<file path="src/include/gsc_pkg.sv">
// constants and types shared by the gauge status and control registers
package gsc_pkg;

  // register locations on the two-wire bus
  localparam logic [7:0] GAUGE_FLAGS_ADDR = 8'h01;
  localparam logic [7:0] FEATURE_PIN_AND_ADDR_ENABLE_ADDR = 8'h15;
  localparam logic [7:0] SLEEP_POLICY_ADDR = 8'h60;
  localparam logic [7:0] SLAVE_ADDRESS_ADDR = 8'h7e;

  // gauge_flags fields
  localparam int CHARGE_FULL_BIT = 7;
  localparam int ACTIVE_EMPTY_BIT = 6;
  localparam int STANDBY_EMPTY_BIT = 5;
  localparam int LEARN_BIT = 4;
  localparam int UNDERVOLTAGE_BIT = 2;
  localparam int POWER_ON_RESET_BIT = 1;

  // sleep_policy fields
  localparam int UNDERVOLTAGE_SLEEP_BIT = 6;
  localparam int BUS_IDLE_SLEEP_BIT = 5;

  // feature_pin_and_addr_enable fields and reset values, plus power-on reset flag and slave address resets
  localparam int SLAVE_ADDRESS_WRITE_BIT = 1;
  localparam int PIN_SENSE_CONTROL_BIT = 0;
  localparam logic SLAVE_ADDRESS_WRITE_RESET = 1'b0;
  localparam logic PIN_SENSE_CONTROL_RESET = 1'b1;
  localparam logic POWER_ON_RESET_FLAG_RESET = 1'b1;
  localparam logic [6:0] SLAVE_ADDRESS_RESET = 7'h34;

  // relative capacity thresholds in percent
  localparam logic [7:0] CHARGE_FULL_CLEAR_PCT = 8'h5a;
  localparam logic [7:0] ACTIVE_EMPTY_CLEAR_PCT = 8'h05;
  localparam logic [7:0] STANDBY_EMPTY_SET_PCT = 8'h0a;
  localparam logic [7:0] STANDBY_EMPTY_CLEAR_PCT = 8'h0f;

  // current level that ends a learn cycle, in current-result lsbs
  localparam logic signed [15:0] LEARN_CLEAR_CURRENT = 16'sh0040;

  // bus sleep delay
  localparam int CLK_PERIOD_NS = 10;
  localparam int SLEEP_DELAY_US = 2000;
  localparam int SLEEP_DELAY_CYC = (SLEEP_DELAY_US * 1000) / CLK_PERIOD_NS;
  localparam int SLEEP_CNT_W = 24;

  // two-wire receiver
  localparam logic [3:0] BITS_PER_BYTE = 4'h8;

  typedef enum logic [3:0] {
    GSC_IDLE, GSC_ADDR, GSC_ACK_ADDR, GSC_PTR, GSC_ACK_PTR,
    GSC_WDATA, GSC_ACK_WDATA, GSC_RDATA, GSC_RACK
  } gsc_bus_state_type;

  // results delivered by the measurement engine
  typedef struct packed {
    logic [15:0] measured_voltage;
    logic [15:0] charge_voltage_threshold;
    logic [15:0] active_empty_voltage;
    logic [15:0] sleep_voltage_threshold;
    logic [15:0] input_voltage;
    logic signed [15:0] current;
    logic signed [15:0] average_current;
    logic signed [15:0] minimum_charge_current;
    logic signed [15:0] active_empty_current;
    logic [7:0] remaining_active_relative_capacity;
    logic [7:0] remaining_standby_relative_capacity;
    logic [15:0] accumulated_charge;
    logic average_current_update;
    logic accumulated_charge_loaded;
  } gsc_meas_type;

endpackage : gsc_pkg

</file>
<file path="src/hdl/gsc_regs.sv">
// gauge status, sleep policy and special-feature registers behind a
// two-wire slave
//
// Functional notes
// [RULE1] set charge-full after qualified full window
// [RULE2] clear charge-full when active capacity below 90%
// [RULE3] active-empty: set low voltage, clear above 5%
// [RULE4] standby-empty: set below 10%, clear above 15%
// [RULE5] learn set on voltage falling with discharge
// [RULE6] learn clear: full, low current, load, sleep
// [RULE7] learn clear at zero charge after empty
// [RULE8] upper four flags read-only to host
// [RULE9] undervoltage flag set below sleep voltage
// [RULE10] power-on reset flag set at power-up
// [RULE11] host write alone clears undervoltage, reset flags
// [RULE12] sleep policy loaded from nonvolatile copy
// [RULE13] undervoltage sleep needs stable bus lines
// [RULE14] bus-idle sleep needs both lines low
// [RULE15] slave address writes gated, gate resets zero
// [RULE16] pin control zero drives pin low
// [RULE17] pin control reads sensed pin level
// [RULE18] pin control one at reset and sleep
// [RULE19] host enables address writes before writing
// [RULE20] reserved bits ignore writes, read zero

`timescale 1ns/1ps
`default_nettype none

module gsc_regs #(
  parameter int unsigned SLEEP_DELAY_CYCLES = gsc_pkg::SLEEP_DELAY_CYC
) (
  // clock and reset
  input wire logic clk,
  input wire logic rstn,
  // two-wire bus
  input wire logic scl_in,
  input wire logic sda_in,
  output logic sda_out,
  output logic sda_oe,
  // general purpose open-drain pin
  input wire logic general_purpose_pin_in,
  output logic general_purpose_pin_out,
  output logic general_purpose_pin_oe,
  // measurement engine and nonvolatile copy
  input wire gsc_pkg::gsc_meas_type meas,
  input wire logic [7:0] sleep_policy_nv,
  // device state
  output logic sleep,
  output logic [6:0] slave_address
);
  import gsc_pkg::*;

  localparam logic [SLEEP_CNT_W-1:0] SLEEP_LIMIT =
    SLEEP_CNT_W'(SLEEP_DELAY_CYCLES);

  logic scl_prev_reg, sda_prev_reg;
  logic start_cond, stop_cond, scl_rise, scl_fall, bus_change;
  gsc_bus_state_type state_reg;
  logic [7:0] shift_reg, ptr_reg;
  logic [3:0] bit_cnt_reg;
  logic rw_reg, sda_oe_reg;
  logic bus_wr, byte_end;
  logic [7:0] rd_data;

  logic charge_full_reg, active_empty_reg, standby_empty_reg, learn_reg;
  logic undervoltage_reg, power_on_reset_reg;
  logic [1:0] sleep_policy_reg;
  logic policy_loaded_reg;
  logic slave_address_write_reg, pin_drive_reg;
  logic [6:0] slave_address_reg;
  logic sleep_reg, enter_sleep;
  logic [SLEEP_CNT_W-1:0] stable_cnt_reg, low_cnt_reg;

  logic measured_voltage_above_chg_reg, average_current_ok_prev_reg, average_current_ok;
  logic measured_voltage_above_ae_reg, empty_armed_reg;
  logic full_set, learn_set, learn_clear, below_ae, discharge_ok;
  logic wr_flags, wr_feature, wr_policy, wr_address;

  // inputs are already synchronous, so one stage suffices for edges
  always_ff @(posedge clk or negedge rstn) begin
    if (!rstn) begin
      scl_prev_reg <= 1'b1;
      sda_prev_reg <= 1'b1;
    end else begin
      scl_prev_reg <= scl_in;
      sda_prev_reg <= sda_in;
    end
  end

  assign scl_rise = scl_in & ~scl_prev_reg;
  assign scl_fall = ~scl_in & scl_prev_reg;
  assign start_cond = scl_in & scl_prev_reg & sda_prev_reg & ~sda_in;
  assign stop_cond = scl_in & scl_prev_reg & ~sda_prev_reg & sda_in;
  assign bus_change = (scl_in != scl_prev_reg) | (sda_in != sda_prev_reg);
  assign byte_end = scl_fall & (bit_cnt_reg == BITS_PER_BYTE);
  assign bus_wr = (state_reg == GSC_WDATA) & byte_end;

  assign wr_flags = bus_wr & (ptr_reg == GAUGE_FLAGS_ADDR); // [RULE8]
  assign wr_feature = bus_wr & (ptr_reg == FEATURE_PIN_AND_ADDR_ENABLE_ADDR);
  assign wr_policy = bus_wr & (ptr_reg == SLEEP_POLICY_ADDR);
  assign wr_address = bus_wr & (ptr_reg == SLAVE_ADDRESS_ADDR);

  // read view; unlisted locations and reserved bits read zero
  always_comb begin
    rd_data = 8'h00; // [RULE20]
    case (ptr_reg)
      GAUGE_FLAGS_ADDR: begin
        rd_data[CHARGE_FULL_BIT] = charge_full_reg;
        rd_data[ACTIVE_EMPTY_BIT] = active_empty_reg;
        rd_data[STANDBY_EMPTY_BIT] = standby_empty_reg;
        rd_data[LEARN_BIT] = learn_reg;
        rd_data[UNDERVOLTAGE_BIT] = undervoltage_reg;
        rd_data[POWER_ON_RESET_BIT] = power_on_reset_reg;
      end
      FEATURE_PIN_AND_ADDR_ENABLE_ADDR: begin
        rd_data[SLAVE_ADDRESS_WRITE_BIT] = slave_address_write_reg;
        rd_data[PIN_SENSE_CONTROL_BIT] = general_purpose_pin_in; // [RULE17]
      end
      SLEEP_POLICY_ADDR: begin
        rd_data[UNDERVOLTAGE_SLEEP_BIT] = sleep_policy_reg[1];
        rd_data[BUS_IDLE_SLEEP_BIT] = sleep_policy_reg[0];
      end
      SLAVE_ADDRESS_ADDR: rd_data = {slave_address_reg, 1'b0};
      default: rd_data = 8'h00;
    endcase
  end

  // two-wire slave: address byte, pointer byte, then data bytes
  always_ff @(posedge clk or negedge rstn) begin
    if (!rstn) begin
      state_reg <= GSC_IDLE;
      shift_reg <= 8'h00;
      ptr_reg <= 8'h00;
      bit_cnt_reg <= 4'h0;
      rw_reg <= 1'b0;
    end else if (start_cond) begin
      state_reg <= GSC_ADDR;
      bit_cnt_reg <= 4'h0;
    end else if (stop_cond) begin
      state_reg <= GSC_IDLE;
    end else begin
      case (state_reg)
        GSC_ADDR, GSC_PTR, GSC_WDATA: begin
          if (scl_rise) begin
            shift_reg <= {shift_reg[6:0], sda_in};
            bit_cnt_reg <= bit_cnt_reg + 4'h1;
          end else if (byte_end) begin
            bit_cnt_reg <= 4'h0;
            if (state_reg == GSC_ADDR) begin
              rw_reg <= shift_reg[0];
              state_reg <= (shift_reg[7:1] == slave_address_reg) ?
                GSC_ACK_ADDR : GSC_IDLE;
            end else if (state_reg == GSC_PTR) begin
              ptr_reg <= shift_reg;
              state_reg <= GSC_ACK_PTR;
            end else begin
              ptr_reg <= ptr_reg + 8'h01;
              state_reg <= GSC_ACK_WDATA;
            end
          end
        end
        GSC_ACK_ADDR, GSC_RACK: begin
          if (state_reg == GSC_RACK && scl_rise && sda_in) begin
            state_reg <= GSC_IDLE;
          end else if (scl_fall) begin
            if (rw_reg) begin
              shift_reg <= rd_data;
              ptr_reg <= ptr_reg + 8'h01;
              bit_cnt_reg <= 4'h0;
              state_reg <= GSC_RDATA;
            end else begin
              state_reg <= GSC_PTR;
            end
          end
        end
        GSC_ACK_PTR, GSC_ACK_WDATA: begin
          if (scl_fall) begin
            state_reg <= GSC_WDATA;
          end
        end
        GSC_RDATA: begin
          if (scl_rise) begin
            bit_cnt_reg <= bit_cnt_reg + 4'h1;
          end else if (byte_end) begin
            state_reg <= GSC_RACK;
          end else if (scl_fall) begin
            shift_reg <= {shift_reg[6:0], 1'b0};
          end
        end
        default: state_reg <= GSC_IDLE;
      endcase
    end
  end

  // registered so the data line never glitches on a decode change
  always_ff @(posedge clk or negedge rstn) begin
    if (!rstn) begin
      sda_oe_reg <= 1'b0;
    end else begin
      sda_oe_reg <= (state_reg == GSC_ACK_ADDR) ||
        (state_reg == GSC_ACK_PTR) || (state_reg == GSC_ACK_WDATA) ||
        ((state_reg == GSC_RDATA) && !shift_reg[7]);
    end
  end

  assign sda_oe = sda_oe_reg;
  assign sda_out = 1'b0;

  // full detect window between two average-current updates
  assign average_current_ok = (meas.average_current > 16'sh0000) &&
    (meas.average_current < meas.minimum_charge_current);
  assign full_set = meas.average_current_update & average_current_ok &
    average_current_ok_prev_reg & measured_voltage_above_chg_reg &
    (meas.measured_voltage > meas.charge_voltage_threshold);

  always_ff @(posedge clk or negedge rstn) begin
    if (!rstn) begin
      measured_voltage_above_chg_reg <= 1'b0;
      average_current_ok_prev_reg <= 1'b0;
    end else if (meas.average_current_update) begin
      measured_voltage_above_chg_reg <=
        meas.measured_voltage > meas.charge_voltage_threshold;
      average_current_ok_prev_reg <= average_current_ok;
    end else if (meas.measured_voltage <= meas.charge_voltage_threshold) begin
      measured_voltage_above_chg_reg <= 1'b0;
    end
  end

  // set has priority over clear in every flag below
  always_ff @(posedge clk or negedge rstn) begin
    if (!rstn) begin
      charge_full_reg <= 1'b0;
    end else if (full_set) begin
      charge_full_reg <= 1'b1; // [RULE1]
    end else if (meas.remaining_active_relative_capacity <
                 CHARGE_FULL_CLEAR_PCT) begin
      charge_full_reg <= 1'b0; // [RULE2]
    end
  end

  assign below_ae = meas.measured_voltage < meas.active_empty_voltage;

  always_ff @(posedge clk or negedge rstn) begin
    if (!rstn) begin
      active_empty_reg <= 1'b0;
    end else if (below_ae) begin
      active_empty_reg <= 1'b1; // [RULE3]
    end else if (meas.remaining_active_relative_capacity >
                 ACTIVE_EMPTY_CLEAR_PCT) begin
      active_empty_reg <= 1'b0; // [RULE3]
    end
  end

  always_ff @(posedge clk or negedge rstn) begin
    if (!rstn) begin
      standby_empty_reg <= 1'b0;
    end else if (meas.remaining_standby_relative_capacity <
                 STANDBY_EMPTY_SET_PCT) begin
      standby_empty_reg <= 1'b1; // [RULE4]
    end else if (meas.remaining_standby_relative_capacity >
                 STANDBY_EMPTY_CLEAR_PCT) begin
      standby_empty_reg <= 1'b0; // [RULE4]
    end
  end

  // learn cycle start: falling edge through the empty voltage
  assign discharge_ok = (meas.current < 16'sh0000) &&
    ((-meas.current) > meas.active_empty_current);
  assign learn_set = measured_voltage_above_ae_reg & below_ae & discharge_ok; // [RULE5]
  assign learn_clear = full_set | charge_full_reg |
    (meas.current < LEARN_CLEAR_CURRENT) |
    meas.accumulated_charge_loaded | enter_sleep | // [RULE6]
    (empty_armed_reg & (meas.accumulated_charge == 16'h0000)); // [RULE7]

  always_ff @(posedge clk or negedge rstn) begin
    if (!rstn) begin
      measured_voltage_above_ae_reg <= 1'b0;
      empty_armed_reg <= 1'b0;
    end else begin
      measured_voltage_above_ae_reg <= ~below_ae;
      if (below_ae) begin
        empty_armed_reg <= 1'b1;
      end else if (charge_full_reg) begin
        empty_armed_reg <= 1'b0;
      end
    end
  end

  always_ff @(posedge clk or negedge rstn) begin
    if (!rstn) begin
      learn_reg <= 1'b0;
    end else if (learn_set) begin
      learn_reg <= 1'b1;
    end else if (learn_clear) begin
      learn_reg <= 1'b0;
    end
  end

  // host writes only clear these two; a hardware set still wins
  always_ff @(posedge clk or negedge rstn) begin
    if (!rstn) begin
      undervoltage_reg <= 1'b0;
    end else if (meas.measured_voltage < meas.sleep_voltage_threshold) begin
      undervoltage_reg <= 1'b1; // [RULE9]
    end else if (wr_flags && !shift_reg[UNDERVOLTAGE_BIT]) begin
      undervoltage_reg <= 1'b0; // [RULE11]
    end
  end

  always_ff @(posedge clk or negedge rstn) begin
    if (!rstn) begin
      power_on_reset_reg <= POWER_ON_RESET_FLAG_RESET; // [RULE10]
    end else if (wr_flags && !shift_reg[POWER_ON_RESET_BIT]) begin
      power_on_reset_reg <= 1'b0; // [RULE11]
    end
  end

  // nonvolatile default is taken on the first edge after reset release
  always_ff @(posedge clk or negedge rstn) begin
    if (!rstn) begin
      policy_loaded_reg <= 1'b0;
      sleep_policy_reg <= 2'b00;
    end else if (!policy_loaded_reg) begin
      policy_loaded_reg <= 1'b1;
      sleep_policy_reg <= {sleep_policy_nv[UNDERVOLTAGE_SLEEP_BIT],
                           sleep_policy_nv[BUS_IDLE_SLEEP_BIT]}; // [RULE12]
    end else if (wr_policy) begin
      sleep_policy_reg <= {shift_reg[UNDERVOLTAGE_SLEEP_BIT],
                           shift_reg[BUS_IDLE_SLEEP_BIT]}; // [RULE12]
    end
  end

  always_ff @(posedge clk or negedge rstn) begin
    if (!rstn) begin
      slave_address_write_reg <= SLAVE_ADDRESS_WRITE_RESET; // [RULE15]
    end else if (wr_feature) begin
      slave_address_write_reg <= shift_reg[SLAVE_ADDRESS_WRITE_BIT];
    end
  end

  // sleep forces the pin released even if a write lands together
  always_ff @(posedge clk or negedge rstn) begin
    if (!rstn) begin
      pin_drive_reg <= PIN_SENSE_CONTROL_RESET; // [RULE18]
    end else if (enter_sleep) begin
      pin_drive_reg <= PIN_SENSE_CONTROL_RESET; // [RULE18]
    end else if (wr_feature) begin
      pin_drive_reg <= shift_reg[PIN_SENSE_CONTROL_BIT]; // [RULE16]
    end
  end

  assign general_purpose_pin_out = 1'b0;
  assign general_purpose_pin_oe = ~pin_drive_reg; // [RULE16]

  // new address applies from the next transaction onward
  always_ff @(posedge clk or negedge rstn) begin
    if (!rstn) begin
      slave_address_reg <= SLAVE_ADDRESS_RESET;
    end else if (wr_address && slave_address_write_reg) begin
      slave_address_reg <= shift_reg[7:1]; // [RULE15] [RULE19]
    end
  end

  assign slave_address = slave_address_reg;

  // bus quiet counters saturate at the delay
  always_ff @(posedge clk or negedge rstn) begin
    if (!rstn) begin
      stable_cnt_reg <= '0;
    end else if (bus_change) begin
      stable_cnt_reg <= '0;
    end else if (stable_cnt_reg < SLEEP_LIMIT) begin
      stable_cnt_reg <= stable_cnt_reg + 1'b1;
    end
  end

  always_ff @(posedge clk or negedge rstn) begin
    if (!rstn) begin
      low_cnt_reg <= '0;
    end else if (scl_in || sda_in) begin
      low_cnt_reg <= '0;
    end else if (low_cnt_reg < SLEEP_LIMIT) begin
      low_cnt_reg <= low_cnt_reg + 1'b1;
    end
  end

  assign enter_sleep = ~sleep_reg & (
    (sleep_policy_reg[1] &
     (meas.input_voltage < meas.sleep_voltage_threshold) &
     (stable_cnt_reg >= SLEEP_LIMIT)) | // [RULE13]
    (sleep_policy_reg[0] & (low_cnt_reg >= SLEEP_LIMIT))); // [RULE14]

  // any bus line movement wakes the device
  always_ff @(posedge clk or negedge rstn) begin
    if (!rstn) begin
      sleep_reg <= 1'b0;
    end else if (enter_sleep) begin
      sleep_reg <= 1'b1;
    end else if (bus_change) begin
      sleep_reg <= 1'b0;
    end
  end

  assign sleep = sleep_reg;

endmodule : gsc_regs

`default_nettype wire

</file>
<file path="config.mk">
export PLATFORM = sky130hd
export DESIGN_NAME = gsc_regs
export DESIGN_NICKNAME = d
export VERILOG_FILES = /design/src/include/gsc_pkg.sv /design/src/hdl/gsc_regs.sv
export SDC_FILE = /design/constraint.sdc
export NUM_CORES = 1
export LEC_CHECK = 0
export BUFFER_PORTS_ARGS = -buffer_cell sky130_fd_sc_hd__buf_2
export CAP_MARGIN = 40
export CORE_AREA = 4 4 184 186
export CTS_CLUSTER_SIZE = 40
export DETAILED_ROUTE_END_ITERATION = 16
export DIE_AREA = 0 0 188 190
export PLACE_DENSITY_LB_ADDON = 0.25
export SYNTH_ARGS = -nofsm -noshare
export SYNTH_HDL_FRONTEND = slang
export SYNTH_SLANG_ARGS = --single-unit
</file>
<file path="constraint.sdc">
create_clock -name clk -period 3.4 [get_ports clk]
set_input_delay 0.17 -clock clk [delete_from_list [all_inputs] [get_ports clk]]
set_output_delay 0.17 -clock clk [all_outputs]
set_load 0.005 [all_outputs]
</file>
==> results of run 1 <==
[repair_timing]
item / 4_1_cts / 5_1_grt
setup endpoints to repair: 0 / 0
endpoints found under the hold margin: 57 / 0
buffers inserted: 0 / 0
hold buffers: 3 / 0
[layout make-up]
type | count | area share [%]
Tap cell | 442 | 5.672
Inverter | 103 | 3.966
Multi-Input combinational cell | 698 | 50.85
Antenna cell | 1 | 0.02567
Clock inverter | 5 | 0.3850
Timing Repair Buffer | 203 | 11.01
Sequential cell | 99 | 25.50
Clock buffer | 11 | 2.592
[Yosys cell counts, drive strengths merged (13+ instances only)]
| master | instances | share of area [%] |
|---|---|---|
| clkbuf | 13 | 0.61 |
| nor3 | 17 | 1.1 |
| nand4 | 26 | 2.0 |
| nand2 | 62 | 2.9 |
| and2 | 13 | 1.0 |
| a21oi | 49 | 3.1 |
| ha | 106 | 17 |
| mux2 | 13 | 1.8 |
| nand3 | 34 | 2.2 |
| inv | 103 | 4.9 |
| and3 | 15 | 1.2 |
| or3 | 14 | 1.1 |
| buf | 13 | 0.94 |
| nor2 | 78 | 3.7 |
| xor2 | 25 | 2.8 |
| dfrtp | 92 | 29 |
| nor4 | 25 | 2.0 |
| o21ai | 46 | 2.9 |
| a21o | 15 | 1.4 |
| xnor2 | 20 | 2.2 |
[power by group through the flow]
| stage | sequential (W) | clock [W] | combinational (W) |
|---|---|---|---|
| after floorplan | 0.00137 | 0 | 0.000612 |
| after global placement | 0.00146 | 0 | 0.000846 |
| after detailed placement | 0.00145 | 0 | 0.000859 |
| after CTS | 0.00143 | 0.00104 | 0.000868 |
| after global routing | 0.00145 | 0.00110 | 0.000988 |
| final | 0.00143 | 0.00100 | 0.000858 |
[kinds of logic after synthesis]
logic type,Yosys count
other cells,2
simple gates,332
flops,99
mux,21
compound gates,191
fa+ha+maj,106
xor+xnor,45
buf+inv,129
[worst max-delay path: stages]
cell and delay [ns]:
dlygate4sd3_1 0.56, buf_2 0.17, inv_1 0.06, ha_1 0.32, nand4b_1 0.25, or3_1 0.41, o22ai_2 0.12, nor3b_4 0.57
a21boi_0 0.25, o21ai_1 0.07
[per-stage QoR]
step           total power [W]  hold slack, ns
2_1_floorplan         0.001978         -0.1256
3_3_place_gp          0.002301          0.3281
3_5_place_dp          0.002312         0.04029
4_1_cts               0.003341         0.03758
5_1_grt               0.003537         0.04919
6_report              0.003293         0.04827
[metal layers]
metal / global-route usage [%] / part of all wire, % / vias to the layer above
met5: 0 / 0.054 / -
met3: 2.165 / 3.8 / 16
met2: 21.94 / 48 / 129
met1: 16.30 / 47 / 3375
met4: 2.795 / 1.1 / 2
li1: - / - / 3675
[worst min path at each step]
stage,start,cells after the start,to
2_1_floorplan,rstn,0,active_empty_reg
3_3_place_gp,scl_in,1,scl_prev_reg
3_5_place_dp,rstn,1,stable_cnt_reg[12]
4_1_cts,meas[1],2,measured_voltage_above_chg_reg
5_1_grt,meas[1],2,measured_voltage_above_chg_reg
6_report,meas[1],2,measured_voltage_above_chg_reg
[layout by cell type (no fill, tap or decap), types with 4 or more instances in the layout]
| master | count |
|---|---|
| and4_1 | 7 |
| o21ai_0 | 43 |
| inv_1 | 103 |
| and3_1 | 15 |
| mux2_2 | 13 |
| or3_1 | 14 |
| nor2b_1 | 8 |
| mux2i_1 | 8 |
| ha_1 | 106 |
| a31o_2 | 7 |
| and2_1 | 13 |
| nor4_1 | 24 |
| nand4_1 | 26 |
| nor3_1 | 16 |
| a22oi_1 | 7 |
| o22ai_1 | 4 |
| nand3_1 | 33 |
| nand2_1 | 62 |
| buf_4 | 8 |
| o211ai_1 | 5 |
| xnor2_1 | 20 |
| nand2b_1 | 9 |
| xor2_1 | 25 |
| nor2_1 | 78 |
| dfrtp_1 | 92 |
| or2_2 | 4 |
| a31oi_1 | 9 |
| a211o_1 | 6 |
| a21oi_1 | 49 |
| dfstp_2 | 7 |
| clkbuf_16 | 9 |
| a21o_1 | 15 |
| buf_2 | 191 |
| o21a_1 | 9 |
| a211oi_1 | 7 |
==> metrics.md, run 1 <==
| Metric | Value |
|---|---|
| Port Buffers | `192` |
| GRT Util Overall | `12.56%` |
| Clk sink count | `99` |
| Drc violations | `0` |
| Non-Filler Instances | `1562` |
| Worst Skew | `roughly 0.0097 ns` |
| Fillers | `3497` |
| DP Area | `9427 um^2` |
| CP Launch Point | `scl_in` |
| Worst slew pin tran | `0.7720 ns` |
| Sequential area share after synthesis | `31.27%` |
| RSZ-0062 raised after global routing | `no` |
| Switching pwr | `about 0.0011 W` |
| Main combinational cell family by area after synthesis | `simple AND/OR/NAND/NOR gates` |
| Initial antenna violation count | `1` |
| Final setup fails | `0` |
| Vias in the first global route | `approximately 7300` |
| Cell Pwr Density | `337.7 nW/um^2` |
| Vias | `slightly above 7000` |
| Total leakage power | `4.820 nW` |
| Max Cap Violations | `0` |
| Die H | `190 um` |
| Clock root buffer | `clkbuf_16` |
| Post-synthesis simple-gate area fraction | `around 22%` |
| Comb pwr share | `around a quarter` |
| XOR/XNOR share of the synthesized area | `4.958%` |
| Layout net count | `1411` |
| Worst vdd ir | `0.2613 mV` |
| Dpl cells | `1542` |
| Post-synth EDFFs | `0` |
| Finished Core Util | `about 30%` |
| Clock latency on the worst-skew pair | `0.35 ns` |
| Die W | `188 um` |
| Required time worst endpoint | `roughly 3.6 ns` |
| Final worst path period share | `79.72%` |
| Pre-CTS setup slack | `0.4219 ns` |
| Post-cts resize count | `0` |
| Status | `finished, final reports clean` |
| R2R depth | `7` |
| CORE AREA | `32290 um^2` |
| CP Capture Point | `ptr_reg[0]` |
| # rows | `66` |
| GR Overflow Total | `0` |
| Post-Synth Adder-Cell Area | `16.68%` |
| Layout cells sized above 1 | `22.70%` |
| Netlist cell types | `73` |
| Post-synthesis mux area share | `2.849%` |
| First-pass GRT wire length | `37090 um` |
| Worst-path clk slew | `~0.070 ns` |
| CP endpoint kind | `register` |
| Area occupied by multi-input gates | `4957 um^2` |
| DP Wirelength | `18460 um` |
| Final WL | `22400 um` |
| YS warnings | `0` |
| Syn Inst Count | `925` |
| Final worst slack | `around 0.69 ns` |
| Max_slew headroom | `48.53%` |
| Flop-to-flop setup slack | `about 0.75 ns` |
| Compound-cell area share of the yosys netlist | `15.60%` |
| Layout area overhead | `22.63%` |
| Avg WL per Cell | `around 14 um` |
| Worst Path Max Fanout | `16` |
| Mapped cell area | `7950 um^2` |
| Tmin final | `approximately 2.7 ns` |
| Register Area | `2486 um^2` |
| DR iter-0 viols | `368` |
| Final hold vios | `0` |
| Full die area | `between 30000 and 40000 um^2` |
| IO Pins | `203` |
| FMAX | `around 370 MHz` |
| CP Class | `in2reg` |
| Asr flop ratio synth | `100.0%` |
| P_int | `between 0.002 and 0.0025 W` |
| Antenna viol nets, final | `0` |
| Sequential power share | `43.5%` |
| DRT Pass-1 Iters | `5` |
| Largest net degree at the start of global routing | `53` |
| Avg Inst Size Synth | `between 8 and 9 um^2` |
| Initial core utilization | `24.62%` |
| TritonCTS Buffers | `9` |
| Synthesis-stage register bit count | `99` |
| Arr. time, crit path | `2.95 ns` |
| Via-per-instance ratio | `4.608` |
| Worst Hold Class | `in2reg` |
| H-Tree Depth | `3` |
| Startpoint Class | `primary input` |
| Clock Path Buffers | `2` |
| Placer Congestion | `approximately 0.8` |
| CTS tree | `built` |
| Pins Over Slew Limit | `0` |
| Launch point of the worst reg-to-reg path | `scl_prev_reg` |
| Post-Route Setup TNS | `0 ns` |
| Sw Share | `between 30% and 40%` |
| Design area | `9749 um^2` |
| Clock power frac | `30.5%` |
| Worst flop-to-flop path endpoint | `ptr_reg[0]` |
| Ys flop type | `dfrtp_1` |
Power figures use the tool's default switching activity.
==> inputs of run 2 (changes only) <==
==> constraint.sdc (replaced) <==
create_clock -name clk -period 2.4 [get_ports clk]
set_input_delay 0.12 -clock clk [delete_from_list [all_inputs] [get_ports clk]]
set_output_delay 0.12 -clock clk [all_outputs]
set_load 0.005 [all_outputs]
==> run 2 against run 1 <==
Setup slack worse by 0.65 ns. Wire length is 2.9% higher. Flip-flop and latch count stayed put. First-iteration DRC count is 6.8% lower. Die area stayed put. Critical path depth is 2 higher. Non-clock buffer count is 43 higher. Clock skew is 0.00056 ns lower. Sequential power is 41% higher. Combinational power is 52% higher. Cell area is 4.4% higher.
==> metrics.md, run 2 (synthesis results as in run 1) <==
| Metric | Value |
|---|---|
| Status | `finished, final reports clean` |
| Drc violations | `0` |
| Full die area | `35720 um^2` |
| CP Class | `in2reg` |
| Total leakage power | `5.054 nW` |
| Final setup fails | `0` |
| Cell Pwr Density | `482.2 nW/um^2` |
| TritonCTS Buffers | `9` |
| Max_slew headroom | `53.29%` |
| P_int | `0.003341 W` |
| Post-layout power | `approximately 0.005 W` |
| Antenna viol nets, final | `0` |
| Tmin final | `2.364 ns` |
| Port Buffers | `192` |
| Vias in the first global route | `7409` |
| GRT Util Overall | `12.80%` |
| Clock Path Buffers | `2` |
| DP Wirelength | `18800 um` |
| Sequential power share | `41.1%` |
| Largest stage delay, worst path | `0.49 ns` |
| CTS tree | `built` |
| Worst slew pin tran | `0.7007 ns` |
| Final WL | `23050 um` |
| Family with the most delay on the worst path | `simple AND/OR/NAND/NOR gates` |
| Layout net count | `1454` |
| WP buf/inv | `1` |
| Clock root buffer | `clkbuf_16` |
| RSZ-0062 raised after global routing | `yes` |
| Final hold vios | `0` |
| Worst-path clk slew | `0.07 ns` |
| Die W | `188 um` |
| Layout area overhead | `28.05%` |
| Largest net degree at the start of global routing | `47` |
| Placer Congestion | `0.8069` |
| CORE AREA | `32290 um^2` |
| Pins Over Slew Limit | `0` |
| CP max-delay cell | `or4_1` |
| Worst vdd ir | `0.3344 mV` |
| CP endpoint kind | `register` |
| Initial antenna violation count | `2` |
| Sw Share | `31.93%` |
| Max Cap Violations | `0` |
| Most common cell after layout, fill and taps aside | `buf_2` |
| Clock latency on the worst-skew pair | `between 0.3 and 0.4 ns` |
| Via-per-instance ratio | `4.579` |
| Vias | `7349` |
| Worst Skew | `approximately 0.009 ns` |
| Commonest cells after routing, fill and taps aside | `buf_2 (191), ha_1 (105), inv_1 (103)` |
| DR iter-0 viols | `343` |
| Initial core utilization | `24.62%` |
| Comb pwr share | `26.4%` |
| Worst Path Max Fanout | `4` |
| Post-Route Setup TNS | `0 ns` |
| DRT Pass-1 Iters | `5` |
| Clk sink count | `99` |
| FMAX | `about 420 MHz` |
| Worst Hold Class | `in2reg` |
| Layout cells sized above 1 | `26.16%` |
| Die H | `190 um` |
| H-Tree Depth | `3` |
| Required time worst endpoint | `2.66 ns` |
| Switching pwr | `between 0.0015 and 0.002 W` |
| Finished Core Util | `31.53%` |
| Final worst path period share | `98.49%` |
| IO Pins | `203` |
| Clock power frac | `32.5%` |
| GR Overflow Total | `0` |
| # rows | `66` |
| Arr. time, crit path | `2.62 ns` |
| Startpoint Class | `primary input` |
| Critical path cell sequence | `buf_2, or3_4, nor2_4, nand2_2, xor2_1, ha_1, or4_1, a21oi_2, o21ai_0, a311o_1, mux2i_1, o32ai_1` |
| Avg WL per Cell | `between 10 and 15 um` |
| First-pass GRT wire length | `37810 um` |
run 2: cell types whose count changed in the layout (fill, tap and decap cells not counted), moves of 2 or more:
cell / previous run / this run
a21oi_1: 49 / 47
or3_1: 14 / 12
clkbuf_8: 2 / 0
nor2_1: 78 / 76
buf_12: 0 / 3
bufinv_16: 0 / 2
buf_4: 8 / 48
a21oi_2: 0 / 2
or3_4: 0 / 2
clkbuf_1: 0 / 2
run 2: path summary, 6_finish.rpt:
path | start | to | slack, ns | cells after the start
max | meas[86] | learn_reg | 0.04 | 12
min | meas[22] | standby_empty_reg | 0.02 | 3
max reg2reg | scl_prev_reg | ptr_reg[4] | 0.14 | 8
min reg2reg | power_on_reset_reg | power_on_reset_reg | 0.46 | 1
max in group asynchronous | rstn | slave_address[5] | 1.40 | 3
min in group asynchronous | rstn | state_reg[1] | 0.30 | 2
run 2: timing repair:
action,in CTS,in global routing
resized for setup,0,8
hold buffers,4,0
setup buffers,0,1
endpoints found under the setup margin,0,16
endpoints found under the hold margin,36,0
run 2: worst reg2reg max path: cells and delay by family, from the launching register on:
kind	cells	cell delay (ns)
adders and majority gates	1	0.24
buffers and inverters	1	0.17
DFF	1	0.55
and+or+nand+nor	3	0.92
AOI/OAI and AO/OA	3	0.31
run 2: metrics by stage:
stage / setup WS [ns] / std cells / instance area [um^2] / hold slack [ns]
6_report: 0.03619 / 1605 / 10180 / 0.02490
5_1_grt: -0.07444 / 1605 / 10180 / 0.02018
4_1_cts: 0.02106 / 1603 / 10130 / 0.01689
3_5_place_dp: -0.3104 / 1583 / 9772 / 0.1454
3_3_place_gp: -0.2244 / 1583 / 9772 / 0.1470
2_1_floorplan: 0.006032 / 926 / 7974 / -0.1756
run 2: power by group through the flow:
| stage | logic [W] | clock network (W) | registers, W |
|---|---|---|---|
| detailed placement | 0.00129 | 0 | 0.00205 |
| global route | 0.00149 | 0.00171 | 0.00204 |
| global placement | 0.00128 | 0 | 0.00205 |
| finish | 0.00130 | 0.00160 | 0.00202 |
| floorplan | 0.000868 | 0 | 0.00194 |
| CTS | 0.00130 | 0.00165 | 0.00202 |
run 2: area by class of cell:
cell class | count | area [um^2]
inverters | 103 | 386.6
repair buffers | 246 | 1416
clock buffers | 11 | 232.7
clock inverters | 5 | 85.08
well taps | 442 | 553.0
flip-flops and latches | 99 | 2486
multi-input cells | 698 | 5017
diodes | 1 | 2.502
fillers | 3456 | 22110
run 2: routing by layer:
| layer | vias to the layer above | GRT usage [%] | wire length, um |
|---|---|---|---|
| met2 | 129 | 21.94 | 11230 |
| met5 | - | 0 | 13 |
| met1 | 3434 | 16.98 | 10600 |
| li1 | 3766 | - | - |
| met4 | 2 | 3.416 | 346 |
| met3 | 18 | 1.780 | 862 |
